## src/ivec_defines.svh

```systemverilog
// Function
// RL1: Opcode 37 stores the value field as handler vector for the typed interrupt.
// RL2: Program author supplies the handler's first instruction as vector address.
// RL3: A later vector definition overwrites the stored handler address.
// RL4: Vector definition is for stored programs; host must not rely on direct use.
// RL5: Opcode 38 restores accumulator, X, flags, program counter and resumes.
// RL6: Every handler routine ends with the return-from-handler instruction.
// RL7: Sequential program flow never falls into handler code.
// RL8: Opcodes 64 to 71 are user function hooks with user-defined fields.
// RL9: Direct-mode vector, return and user commands answer status 100.
// RL10: Opcode 138 gives an immediate acknowledge and a later target-reached reply.
// RL11: Value field of opcode 138 is a motor bit mask, bit n motor n.
// RL12: Type 0 notifies only for the next move-to-position command, then disarms.
// RL13: Type 1 stays armed for every later move-to-position command.
// RL14: Host is recommended to choose the persistent type 1.
// RL15: Target-reached request is accepted only in direct mode.
// RL16: Extra reply carries status 128, command 138 and the motor mask.
// RL17: Taking an interrupt saves context and jumps to the stored vector.
`ifndef IVEC_DEFINES_SVH
`define IVEC_DEFINES_SVH
`define IVEC_OP_DEFVEC   8'h25
`define IVEC_OP_RETURN   8'h26
`define IVEC_OP_UF_FIRST 8'h40
`define IVEC_OP_UF_LAST  8'h47
`define IVEC_OP_MOVE     8'h04
`define IVEC_OP_TREQ     8'h8a
`define IVEC_ST_OK       8'h64
`define IVEC_ST_TREACH   8'h80
`define IVEC_ST_BADCMD   8'h02
`endif

```

## src/ivec_pkg.sv

```systemverilog
package ivec_pkg;
    typedef enum logic [1:0] {
        IVEC_RUN  = 2'b00,
        IVEC_ISR  = 2'b01
    } ivec_mode_t;
endpackage

```

## src/ivec_top.sv

```systemverilog
`timescale 1ns/1ps
`include "ivec_defines.svh"
module ivec_top
    import ivec_pkg::*;
#(
    parameter int NUM_IRQ   = 16,
    parameter int PC_W      = 16,
    parameter int NUM_MOTOR = 6
)(
    input  wire logic                 clk,
    input  wire logic                 rstn,
    input  wire logic                 ce,
    // Command in: direct from host, or fetched by stored program
    input  wire logic                 cmd_valid,
    input  wire logic                 cmd_direct,
    input  wire logic [7:0]           cmd_opcode,
    input  wire logic [7:0]           cmd_type,
    input  wire logic [7:0]           cmd_bank,
    input  wire logic [31:0]          cmd_value,
    // Live processor context, and request to take an interrupt
    input  wire logic [31:0]          cur_accu,
    input  wire logic [31:0]          cur_xreg,
    input  wire logic [7:0]           cur_flags,
    input  wire logic [PC_W-1:0]      cur_pc,
    input  wire logic                 irq_take,
    input  wire logic [7:0]           irq_num,
    // Target-reached level per motor from motion core
    input  wire logic [NUM_MOTOR-1:0] pos_reached,
    // Reply to host
    output logic                      rep_valid,
    output logic [7:0]                rep_status,
    output logic [7:0]                rep_cmd,
    output logic [31:0]               rep_value,
    // Context load toward the interpreter
    output logic                      ctx_load,
    output logic [31:0]               ctx_accu,
    output logic [31:0]               ctx_xreg,
    output logic [7:0]                ctx_flags,
    output logic [PC_W-1:0]           ctx_pc,
    output logic                      in_handler,
    // Hook strobe for user functions 64..71
    output logic                      uf_strobe,
    output logic [2:0]                uf_index
);
    logic [PC_W-1:0]      vec_q [NUM_IRQ];
    logic [NUM_IRQ-1:0]   vdef_q;
    logic [31:0]          sav_accu_q, sav_xreg_q;
    logic [7:0]           sav_flags_q;
    logic [PC_W-1:0]      sav_pc_q;
    ivec_mode_t           mode_q;
    logic [NUM_MOTOR-1:0] arm_q, keep_q, watch_q, pr_s1_q, pr_s2_q, pr_old_q;
    logic [NUM_MOTOR-1:0] hit;

    function automatic logic is_uf(input logic [7:0] op);
        return (op >= `IVEC_OP_UF_FIRST) && (op <= `IVEC_OP_UF_LAST);
    endfunction

    wire logic go       = ce && cmd_valid;
    wire logic op_defv  = go && cmd_opcode == `IVEC_OP_DEFVEC;
    wire logic op_ret   = go && cmd_opcode == `IVEC_OP_RETURN && mode_q == IVEC_ISR;
    wire logic op_treq  = go && cmd_opcode == `IVEC_OP_TREQ && cmd_direct;
    wire logic op_move  = go && cmd_opcode == `IVEC_OP_MOVE;
    wire logic irq_ok   = ce && irq_take && mode_q == IVEC_RUN
                          && irq_num < 8'(NUM_IRQ) && vdef_q[irq_num[3:0]];

    // Vector table; redefinition just overwrites the entry
    // RL1 RL3: store vector
    always_ff @(posedge clk)
    begin
        if (op_defv && cmd_type < 8'(NUM_IRQ))
            vec_q[cmd_type[3:0]] <= cmd_value[PC_W-1:0];
    end

    always_ff @(posedge clk or negedge rstn)
    begin
        if (!rstn)
            vdef_q <= '0;
        else if (op_defv && cmd_type < 8'(NUM_IRQ))
            vdef_q[cmd_type[3:0]] <= 1'b1;
    end

    // Context save on entry, restore on return
    // RL17 RL5: handler entry and exit
    always_ff @(posedge clk or negedge rstn)
    begin
        if (!rstn)
        begin
            mode_q      <= IVEC_RUN;
            sav_accu_q  <= '0;
            sav_xreg_q  <= '0;
            sav_flags_q <= '0;
            sav_pc_q    <= '0;
            ctx_load    <= 1'b0;
            ctx_accu    <= '0;
            ctx_xreg    <= '0;
            ctx_flags   <= '0;
            ctx_pc      <= '0;
        end
        else if (ce)
        begin
            ctx_load <= 1'b0;
            if (irq_ok)
            begin
                mode_q      <= IVEC_ISR;
                sav_accu_q  <= cur_accu;
                sav_xreg_q  <= cur_xreg;
                sav_flags_q <= cur_flags;
                sav_pc_q    <= cur_pc;
                ctx_load    <= 1'b1;     // Only the PC changes on entry
                ctx_accu    <= cur_accu;
                ctx_xreg    <= cur_xreg;
                ctx_flags   <= cur_flags;
                ctx_pc      <= vec_q[irq_num[3:0]];
            end
            else if (op_ret)
            begin
                mode_q    <= IVEC_RUN;
                ctx_load  <= 1'b1;
                ctx_accu  <= sav_accu_q;
                ctx_xreg  <= sav_xreg_q;
                ctx_flags <= sav_flags_q;
                ctx_pc    <= sav_pc_q;
            end
        end
    end

    assign in_handler = (mode_q == IVEC_ISR);

    // Motion core is another domain: two-stage sync, then rising edge
    always_ff @(posedge clk or negedge rstn)
    begin
        if (!rstn)
        begin
            pr_s1_q  <= '0;
            pr_s2_q  <= '0;
            pr_old_q <= '0;
        end
        else if (ce)
        begin
            pr_s1_q  <= pos_reached;
            pr_s2_q  <= pr_s1_q;
            pr_old_q <= pr_s2_q;
        end
    end

    assign hit = watch_q & pr_s2_q & ~pr_old_q;

    // Arming: a move starts watching armed motors; one-shot disarms there
    // RL11 RL12 RL13 RL15: arm by mask
    always_ff @(posedge clk or negedge rstn)
    begin
        if (!rstn)
        begin
            arm_q   <= '0;
            keep_q  <= '0;
            watch_q <= '0;
        end
        else if (ce)
        begin
            watch_q <= watch_q & ~hit;
            if (op_move)
            begin
                watch_q <= (watch_q & ~hit) | arm_q;
                arm_q   <= arm_q & keep_q;
            end
            if (op_treq)
            begin
                arm_q  <= cmd_value[NUM_MOTOR-1:0];
                keep_q <= cmd_type[0] ? cmd_value[NUM_MOTOR-1:0] : '0;
            end
        end
    end

    // Replies: direct acknowledge has priority, extra reply waits for a cycle with no direct command
    // RL9 RL10 RL16: reply build
    logic [NUM_MOTOR-1:0] pend_q;
    always_ff @(posedge clk or negedge rstn)
    begin
        if (!rstn)
        begin
            rep_valid  <= 1'b0;
            rep_status <= '0;
            rep_cmd    <= '0;
            rep_value  <= '0;
            uf_strobe  <= 1'b0;
            uf_index   <= '0;
            pend_q     <= '0;
        end
        else if (ce)
        begin
            rep_valid <= 1'b0;
            uf_strobe <= 1'b0;
            pend_q    <= pend_q | hit;
            // RL8: user hook strobe
            if (go && is_uf(cmd_opcode))
            begin
                uf_strobe <= 1'b1;
                uf_index  <= cmd_opcode[2:0];
            end
            if (go && cmd_direct)
            begin
                rep_valid  <= 1'b1;
                rep_cmd    <= cmd_opcode;
                rep_status <= `IVEC_ST_OK;
                rep_value  <= op_treq ? 32'(cmd_value[NUM_MOTOR-1:0]) : cmd_value;
                if (cmd_opcode == `IVEC_OP_RETURN && mode_q != IVEC_ISR)
                    rep_status <= `IVEC_ST_OK;
            end
            else if ((pend_q | hit) != '0)
            begin
                rep_valid  <= 1'b1;
                rep_cmd    <= `IVEC_OP_TREQ;
                rep_status <= `IVEC_ST_TREACH;
                rep_value  <= 32'(pend_q | hit);
                pend_q     <= '0;
            end
        end
    end

    // Guards on entry, return, vector store, replies and arming
    a_entry_vec: assert property (@(posedge clk) disable iff (!rstn) // RL17
        irq_ok |=> ctx_load && ctx_pc == $past(vec_q[irq_num[3:0]]))
        else $error("handler entry pc wrong");
    a_ret_restore: assert property (@(posedge clk) disable iff (!rstn) // RL5
        op_ret |=> ctx_load && ctx_pc == $past(sav_pc_q) && !in_handler)
        else $error("return did not restore context");
    a_vec_write: assert property (@(posedge clk) disable iff (!rstn) // RL1
        op_defv && cmd_type < 8'(NUM_IRQ)
        |=> vec_q[$past(cmd_type[3:0])] == $past(cmd_value[PC_W-1:0]))
        else $error("vector not stored");
    a_direct_ack: assert property (@(posedge clk) disable iff (!rstn) // RL9
        go && cmd_direct |=> rep_valid && rep_status == `IVEC_ST_OK)
        else $error("direct ack missing");
    a_treach_fmt: assert property (@(posedge clk) disable iff (!rstn) // RL16
        rep_valid && rep_status == `IVEC_ST_TREACH |-> rep_cmd == `IVEC_OP_TREQ)
        else $error("extra reply format wrong");
    a_oneshot_disarm: assert property (@(posedge clk) disable iff (!rstn) // RL12
        op_move && !op_treq && keep_q == '0 |=> arm_q == '0)
        else $error("one-shot stayed armed");
    a_persist_arm: assert property (@(posedge clk) disable iff (!rstn) // RL13
        op_move && !op_treq |=> (arm_q & $past(keep_q)) == ($past(arm_q) & $past(keep_q)))
        else $error("persistent arm lost");
    a_direct_only: assert property (@(posedge clk) disable iff (!rstn) // RL15
        go && cmd_opcode == `IVEC_OP_TREQ && !cmd_direct && !op_move
        |=> arm_q == $past(arm_q))
        else $error("stored program armed target request");
    a_uf_hook: assert property (@(posedge clk) disable iff (!rstn) // RL8
        go && is_uf(cmd_opcode) |=> uf_strobe && uf_index == $past(cmd_opcode[2:0]))
        else $error("user hook not signalled");
endmodule

```

## config.mk

```make
export PLATFORM = sky130hd
export DESIGN_NAME = ivec_top
export DESIGN_NICKNAME = d
export VERILOG_FILES = /design/src/ivec_pkg.sv /design/src/ivec_top.sv
export VERILOG_INCLUDE_DIRS = /design/src
export SDC_FILE = /design/constraint.sdc
export NUM_CORES = 1
export LEC_CHECK = 0
export BUFFER_PORTS_ARGS = -buffer_cell sky130_fd_sc_hd__buf_2
export CORE_ASPECT_RATIO = 1.2
export CORE_MARGIN = 1.5
export CORE_UTILIZATION = 40
export CTS_CLUSTER_SIZE = 10
export DETAILED_ROUTE_END_ITERATION = 6
export HOLD_SLACK_MARGIN = 0.08
export PLACE_DENSITY = 0.61
export SETUP_SLACK_MARGIN = 0.1
export SKIP_CTS_REPAIR_TIMING = 1
export SYNTH_ARGS = -nofsm -noshare
export SYNTH_HDL_FRONTEND = slang
export SYNTH_SLANG_ARGS = --single-unit
```

## constraint.sdc

```tcl
create_clock -name clk -period 4.2 [get_ports clk]
set_clock_uncertainty 0.2 [all_clocks]
set_input_delay 0.42 -clock clk [delete_from_list [all_inputs] [get_ports clk]]
set_output_delay 0.42 -clock clk [all_outputs]
set_load 0.01 [all_outputs]
```

## Word level (Yosys, flattened, before mapping)

Memories as Yosys holds them, arrays and structs flattened.
Cells that the tools add are included.

| operators by class | value |
|---|---|
| magnitude comparators | 7 |
| equal/unequal tests | 5 |
| muxes and demuxes | 34 |
| bitwise operators | 10 |
| reduce and logical (&&, ||, !) cells | 27 |

Operator list:

| cell | number |
|---|---|
| two-way mux 32 bit | 7 |
| two-way mux 8 bit | 6 |
| two-way mux 6 bit | 6 |
| two-way mux 16 bit | 2 |
| bitwise AND 6 bit | 4 |
| OR 6 bit | 3 |
| == test 8 x 6 -> 1 bit (second input constant) | 2 |
| logical AND 1 bit | 16 |
| less-than comparator 8 x 5 -> 1 bit (second input constant) | 2 |
| OR 16 bit | 1 |
| NOT 6 bit | 2 |
| AND reduction 2 bit | 6 |
| less-than comparator 4 x 5 -> 1 bit (second input constant) | 2 |
| two-way mux 1 bit | 9 |
| == test 8 x 3 -> 1 bit (second input constant) | 1 |
| == test 8 bit (second input constant) | 1 |
| greater-or-equal comparator 8 x 7 -> 1 bit (second input constant) | 1 |
| <= comparator 8 x 7 -> 1 bit (second input constant) | 1 |
| nonzero test 2 bit | 3 |
| nonzero test 6 bit | 1 |
| binary-select mux 1 bit (select 4 bit) | 1 |
| demux 1 bit (select 4 bit) | 1 |
| greater-or-equal comparator 4 x 1 -> 1 bit (second input constant) | 1 |
| two-way mux 2 bit | 2 |
| other kinds (2) | 2 |

| storage, ports and cells | value |
|---|---|
| register bits | 290 |
| bits in writable memories | 256 |
| input port bits | 164 |
| memories kept | 1 |

Memories:

| name | words | bits a word | read ports | clocked after memory_dff | write ports | line | text |
|---|---|---|---|---|---|---|---|
| vec_q | 16 | 16 | 1 | 0 | 1 | ivec_top.sv:45 | `logic [PC_W-1:0] vec_q [NUM_IRQ];` |

## Depth between registers and ports, before layout

Gate-level depths: netlist (run 1).

| logic depth | value |
|---|---|
| word-level depth | 6 |
| depth in mapped cells | 9 |

## Worst setup path after synthesis (run 1)

OpenSTA, ideal clock, no wires.

| path | value |
|---|---|
| path type | input port to flip-flop |
| from | input port cmd_opcode[1] |
| to | memory vec_q[1][0], enable pin |
| library setup time | 0.434 ns |
| data arrival time | 3.197 ns |
| data required time | 3.566 ns |
| slack | 0.370 ns |
| cell stages on the path | 4 |
| path buffers | 0 |
| cell sequence | or4b_2 nor3_1 nand2_1 nor4_1 |

| on the way | value |
|---|---|
| longest elaborated chain between the ends | 5 |

RTL lines:

| element | line | text |
|---|---|---|
| start, declared | ivec_top.sv:16 | `input wire logic [7:0] cmd_opcode,` |
| == test 8 x 6 -> 1 bit (no line) | - |  |
| logical AND 1 bit (no line) | - |  |
| logical AND 1 bit | ivec_top.sv:70 | `if (op_defv && cmd_type < 8'(NUM_IRQ))` |
| two-way mux 1 bit | ivec_top.sv:70 |  |
| two-way mux 1 bit (implied by the code) | ivec_top.sv:71 | `vec_q[cmd_type[3:0]] <= cmd_value[PC_W-1:0];` |
| end, declared | ivec_top.sv:45 |  |

Every way passes these cells.

## Final worst setup path (run 1)

| path | value |
|---|---|
| from | input port ce |
| to | register keep_q[3] |

| on the way | value |
|---|---|
| longest elaborated chain between the ends | 4 |

RTL lines:

| element | line | text |
|---|---|---|
| start, declared | ivec_top.sv:12 | `input wire logic ce,` |
| logical AND 1 bit | ivec_top.sv:58 | `wire logic go = ce && cmd_valid;` |
| logical AND 1 bit (no line) | - |  |
| logical AND 1 bit | ivec_top.sv:61 | `` wire logic op_treq = go && cmd_opcode == `IVEC_OP_TREQ && cmd_direct; `` |
| AND reduction 2 bit (no line) * | - |  |
| end signal, assigned | ivec_top.sv:169 | `keep_q <= cmd_type[0] ? cmd_value[NUM_MOTOR-1:0] : '0;` |
| end, declared | ivec_top.sv:51 | `logic [NUM_MOTOR-1:0] arm_q, keep_q, watch_q, pr_s1_q, pr_s2_q, pr_old_q;` |

Every way passes the cells marked *; elsewhere a longest branch is shown, timed or not.
A chain may end at the register's enable or synchronous reset.

==> metrics, run 1 <==
drt first pass iters 5; grt ovf 0; PortBufs 294; CP required 4550 ps; RSZ-0062 raised after global routing false; fin crit period 3423 ps; final worst-path cycle share 0.8149; Max Freq 0.2922 GHz; # clock sinks 539; Vias per Instance 5.040; via count 13.49k; cell count after placement 2435; CP Class input pin to flip-flop; Final TNS setup 0 ps; Synth cell types 49; max cap viols 0; I/O pin count 307; CP Buf/Inv Count 4; Slew HR 0.3020; worst-path maximum fanout 24; clock root cell clkbuf_16; status finished clean; number of nets in the layout 2098; initial core utilization 0.4034; Syn-to-layout area delta 26.66%; delay-heaviest family, CP buffers and inverters; Fill cells 4493; post-synth design cell area 21080 µm²; Yosys reg bits 539; DRC 0; Synth top area share 0.3647; H-tree levels 2; Post-synth EDFFs 256; slowest CP cell and3_1; FF/Latch Area 14770 µm²; gr usage total 0.1814; largest stage delay on the critical path 750 ps; CP most frequent cell dlygate4sd3_1; ratio of cells with drive above 1 in the final layout 0.2689; instance count of the mapped netlist 1473; Min-Delay Path Class input pin to flip-flop; Yosys Warn Count 0; Max VDD drop 0.0002985 V; Worst Tran Pin Value 1047 ps; drt initial violations 1144; clock buffer depth 3; die height 254.5 µm; Worst setup EP type flip-flop; startpoint types input pin; Setup Viol. Count Final 0; die span in x 212.6 µm; clk slew on worst S/H paths 60 ps; Synth Flop Type dfrtp_1; register area share after synthesis 0.7006; gp weighted congestion 0.7986; Lkg Pwr 11.49 nW; area leader, netlist edfxtp_1; diodes inserted 0; Power Dens Cells 420.2 nW/µm²; DIE AREA 54100 µm²; largest net degree at the start of global routing 106; vias in the first global route 13.19k; Synth top cells by count nand2_1 (355), dfrtp_1 (283), edfxtp_1 (256), o21ai_0 (110), mux2i_1 (96); initial antenna violation count 1; crit path DAT 3770 ps; Syn Area/Cell 14.31 µm²; global-route wire length before repair 75.24 mm; Num CTS Buffers 61; top cells by area, synth edfxtp_1 (36%), dfrtp_1 (34%), mux4_2 (6.9%); total wire length 50.80 mm; CP cell instances dlygate4sd3_1 > buf_2 > buf_4 > and3_1 > and2_1 > nand3_1 > dlygate4sd3_1 > nand2_1; fin cells 2676; area of the multi-input gates 5889 µm²; core area 52260 µm²; Final Hold Viols 0; count leader, synth nand2_1; Clock Latency Late Sink 610 ps; CTS tree built; FP Rows 92; Min Hold Slack 110.7 ps; WL/cell 18.98 µm; async set-reset flop share out of synthesis 0.5250; Max Slew Vio Count 0; post-DP HPWL 31.55 mm; Routed Antenna Nets 0
-- registers in the layout, summed over array words and instances (netlist names), 8 cells and up --
| signal | count |
|---|---|
| vec_q | 256 |
| ctx_accu | 32 |
| ctx_xreg | 32 |
| rep_value | 32 |
| sav_accu_q | 32 |
| sav_xreg_q | 32 |
| ctx_pc | 16 |
| sav_pc_q | 16 |
| vdef_q | 16 |
| ctx_flags | 8 |
| rep_cmd | 8 |
| sav_flags_q | 8 |
-- final timing paths --
path	startpoint	cells after the start	slack, ps	end
setup / recovery	ce	8	780	keep_q[3]
hold / removal	cmd_valid	4	110	rep_valid
setup reg to reg	mode_q[0]	6	1400	ctx_xreg[10]
hold reg to reg	vdef_q[11]	1	260	vdef_q[11]
max in group asynchronous	rstn	3	2560	watch_q[0]
min in group asynchronous	rstn	2	250	sav_xreg_q[4]
-- metrics by stage --
stage | instance area, µm² | utilization | worst slack (ps) | power [W]
3_5_place_dp | 23500 | 0.4496 | 840.2 | 0.006384
6_report | 26700 | 0.5109 | 777.5 | 0.01122
5_1_grt | 26700 | 0.5109 | 594.8 | 0.01163
3_3_place_gp | 23500 | 0.4496 | 874.6 | 0.006366
4_1_cts | 25290 | 0.4839 | 1361 | 0.01127
2_1_floorplan | 21090 | - | 369.6 | 0.006053
-- power by group --
group	switching [W]	leakage (nW)	internal (W)
sequential	0.0000569	6.14	0.00563
clock	0.00198	0.864	0.00285
combinational	0.000359	4.49	0.000332
total	0.00240	11.5	0.00882
-- final cells by class --
type,instances,area share
tap,705,0.03303
sequential,539,0.5531
timing repair buffer,483,0.1247
clock buffer,97,0.06527
multi-input combinational,839,0.2206
inverter,10,0.001406
clock inverter,3,0.001874
-- cells by family after synthesis --
family          after synthesis  share of synthesized area
simple gates                449                    0.08920
compound gates              207                    0.06179
flops                       539                     0.7006
mux                         179                     0.1246
other cells                   1                  0.0001779
buf+inv                      98                    0.02362
-- tightest hold or removal path: cells and delay by family --
family                 cells  cell delay, ps
buffers and inverters      2             310
and+or+nand+nor            2             150
-- per-layer routing --
layer  vias to the layer above  part of all wire  global-route usage
met5                         -           0.00024                   0
li1                       6235                 -                   -
met1                      6807              0.42              0.2310
met4                         2             0.023             0.05127
met2                       350              0.51              0.3130
met3                        93             0.046             0.03780
-- layout by cell type, fill, tap and decap left out, drive strengths merged, types with 3 or more instances in the layout --
cell type / instances
nand2: 355
buf: 342
dfrtp: 283
edfxtp: 256
dlygate4sd3: 141
o21ai: 121
clkbuf: 97
mux2i: 96
mux4: 65
a22oi: 32
a22o: 29
nor2: 23
mux2: 18
or2: 16
inv: 10
nand3: 10
nand3b: 6
nor3: 6
nor2b: 5
nand2b: 4
o31ai: 4
a21boi: 4
a21oi: 4
conb: 4
nor4: 4
and2: 3
a31o: 3
and3: 3
Power figures use the tool's default switching activity.
==> run 2, diff against run 1 <==
--- a/config.mk
+++ b/config.mk
@@ -13,7 +13,7 @@
 export CTS_CLUSTER_SIZE = 10
 export DETAILED_ROUTE_END_ITERATION = 6
 export HOLD_SLACK_MARGIN = 0.08
-export PLACE_DENSITY = 0.61
+export PLACE_DENSITY = 0.64
 export SETUP_SLACK_MARGIN = 0.1
 export SKIP_CTS_REPAIR_TIMING = 1
 export SYNTH_ARGS = -nofsm -noshare
==> constraint.sdc (replaced) <==
create_clock -name clk -period 3 [get_ports clk]
set_clock_uncertainty 0.2 [all_clocks]
set_input_delay 0.3 -clock clk [delete_from_list [all_inputs] [get_ports clk]]
set_output_delay 0.3 -clock clk [all_outputs]
set_load 0.01 [all_outputs]
==> metrics, run 2 (synthesis gave the netlist of run 1 again) <==
status finished clean (unchanged); I/O pin count 307 (unchanged); final instance area 26950 µm² (was 26700 µm²); FF/Latch Area 14770 µm² (unchanged); via count 13.59k (was 13.49k); utilization after layout 0.5158 (was 0.5109); Setup WS pre-CTS 94.80 ps (was 840.2 ps); Max Slew Vio Count 0 (unchanged); CTS tree built (unchanged); die height 254.5 µm (unchanged); Clock Latency Late Sink 610 ps (about the same); clk slew on worst S/H paths 60 ps (about the same); core area 52260 µm² (unchanged); RSZ-0062 raised after global routing false (unchanged); Power Dens Cells 575.3 nW/µm² (was 420.2 nW/µm²); Syn-to-layout area delta 27.85% (was 26.66%); # clock sinks 539 (unchanged); slowest CP cell dlygate4sd3_1 (was and3_1); final worst-path cycle share 0.8163; vias in the first global route 13.29k (was 13.19k); Final Hold Viols 0 (unchanged); die span in x 212.6 µm (unchanged); WL/cell 19.03 µm (was 18.98 µm); Num CTS Buffers 60 (was 61); gr usage total 0.1818 (was 0.1814); Vias per Instance 5.047 (was 5.040); Slew HR 0.6482 (was 0.3020); Worst setup EP type flip-flop (unchanged); worst-path maximum fanout 17 (was 24); DP Area 23800 µm² (was 23500 µm²); clock root cell clkbuf_16 (unchanged); grt ovf 0 (unchanged); CP cell instances dlygate4sd3_1 > buf_2 > and4bb_2 > and4b_1 > and3_4 > buf_4 > mux2i_1 > o21ai_0 (was dlygate4sd3_1 > buf_2 > buf_4 > and3_1 > and2_1 > nand3_1 > dlygate4sd3_1 > nand2_1); startpoint types input pin (unchanged); Min-Delay Path Class input pin to flip-flop (unchanged); ratio of cells with drive above 1 in the final layout 0.2714 (was 0.2689); DIE AREA 54100 µm² (unchanged); Setup Viol. Count Final 0 (unchanged); max FFs per register 256 (unchanged); fin crit period 2449 ps; commonest cells after routing, fill and taps aside nand2_1 (355), buf_2 (292), dfrtp_1 (283) (unchanged); Final TNS setup 0 ps (unchanged); total wire length 51.24 mm (was 50.80 mm); initial antenna violation count 2 (was 1); area of the multi-input gates 5908 µm² (was 5889 µm²); Min Hold Slack 98.24 ps (was 110.7 ps); Routed Antenna Nets 0 (unchanged); max cap viols 0 (unchanged); FP Rows 92 (unchanged); CP Buf/Inv Count 3 (was 4); clock buffer depth 3 (unchanged); DRC 0 (unchanged); drt initial violations 1023 (was 1144); drt first pass iters 5 (unchanged); Lkg Pwr 11.59 nW (was 11.49 nW); crit path DAT 2720 ps (was 3770 ps); initial core utilization 0.4034 (unchanged); Worst Tran Pin Value 527.7 ps (was 1047 ps); PortBufs 294 (unchanged); CP Class input pin to flip-flop (unchanged); largest net degree at the start of global routing 84 (was 106); number of nets in the layout 2115 (was 2098); CP required 3270 ps (was 4550 ps); final setup margin 551.0 ps (was 777.5 ps); H-tree levels 2 (unchanged); Max Freq 0.4083 GHz; global-route wire length before repair 75.40 mm (was 75.24 mm); delay-heaviest family, CP simple AND/OR/NAND/NOR gates (was buffers and inverters); gp weighted congestion 0.7808 (was 0.7986); commonest non-fill, non-tap cell in the layout nand2_1 (unchanged); Fill cells 4385 (was 4493); Max VDD drop 0.0003970 V (was 0.0002985 V); post-DP HPWL 32.32 mm (was 31.55 mm); largest stage delay on the critical path 530 ps (was 750 ps)
[run 2: cell count changes in the layout (fill, tap and decap cells not counted), sizes merged]
cell / change
clkinv: -1
clkbuf: -4
diode: +2
inv: +2
buf: +17
dlygate4sd3: +1
[run 2: cell type report]
cell class | instances | area share
Sequential cell | 539 | 0.5480
Multi-Input combinational cell | 839 | 0.2192
Inverter | 10 | 0.001393
Timing Repair Buffer | 501 | 0.1352
Clock buffer | 93 | 0.06146
Clock inverter | 4 | 0.001903
Antenna cell | 2 | 0.0001857
Tap cell | 705 | 0.03273
[run 2: power breakdown]
group	switching, W	internal, W	leakage, nW
logic	0.000509	0.000479	4.63
clock network	0.00274	0.00382	0.820
registers	0.0000782	0.00789	6.14
total	0.00332	0.0122	11.6
[run 2: stage by stage]
step	instances	power, W
6_report	2693	0.01551
5_1_grt	2693	0.01610
4_1_cts	2548	0.01557
3_5_place_dp	2451	0.008952
3_3_place_gp	2451	0.008931
2_1_floorplan	1476	0.008476
[run 2: worst paths after layout]
kind,end,slack [ps],depth (start not counted),startpoint
min in group asynchronous,ctx_accu[25],480,3,rstn
setup reg to reg,ctx_xreg[18],700,7,mode_q[0]
setup / recovery,ctx_flags[0],550,8,cmd_opcode[3]
hold / removal,pr_old_q[0],100,3,ce
max in group asynchronous,sav_xreg_q[8],1190,5,rstn
hold reg to reg,vdef_q[1],260,1,vdef_q[1]
[run 2: worst reg2reg max path: stages, from the launching register on]
cell and delay, ps:
dfrtp_1 410, nand3b_1 210, or3_1 380, o32ai_4 270, buf_12 240, buf_4 300, nand2_1 120, o21ai_0 80
[run 2: metal layers]
layer  part of all wire  vias to the layer above  GRT usage  wire length (µm)
li1                   -                     6279          -                 -
met1               0.42                     6861     0.2285             21420
met2               0.50                      361     0.3168             25870
met3              0.052                       90    0.03571              2666
met4              0.025                        0    0.05552              1281
met5                  0                        -          0                 0
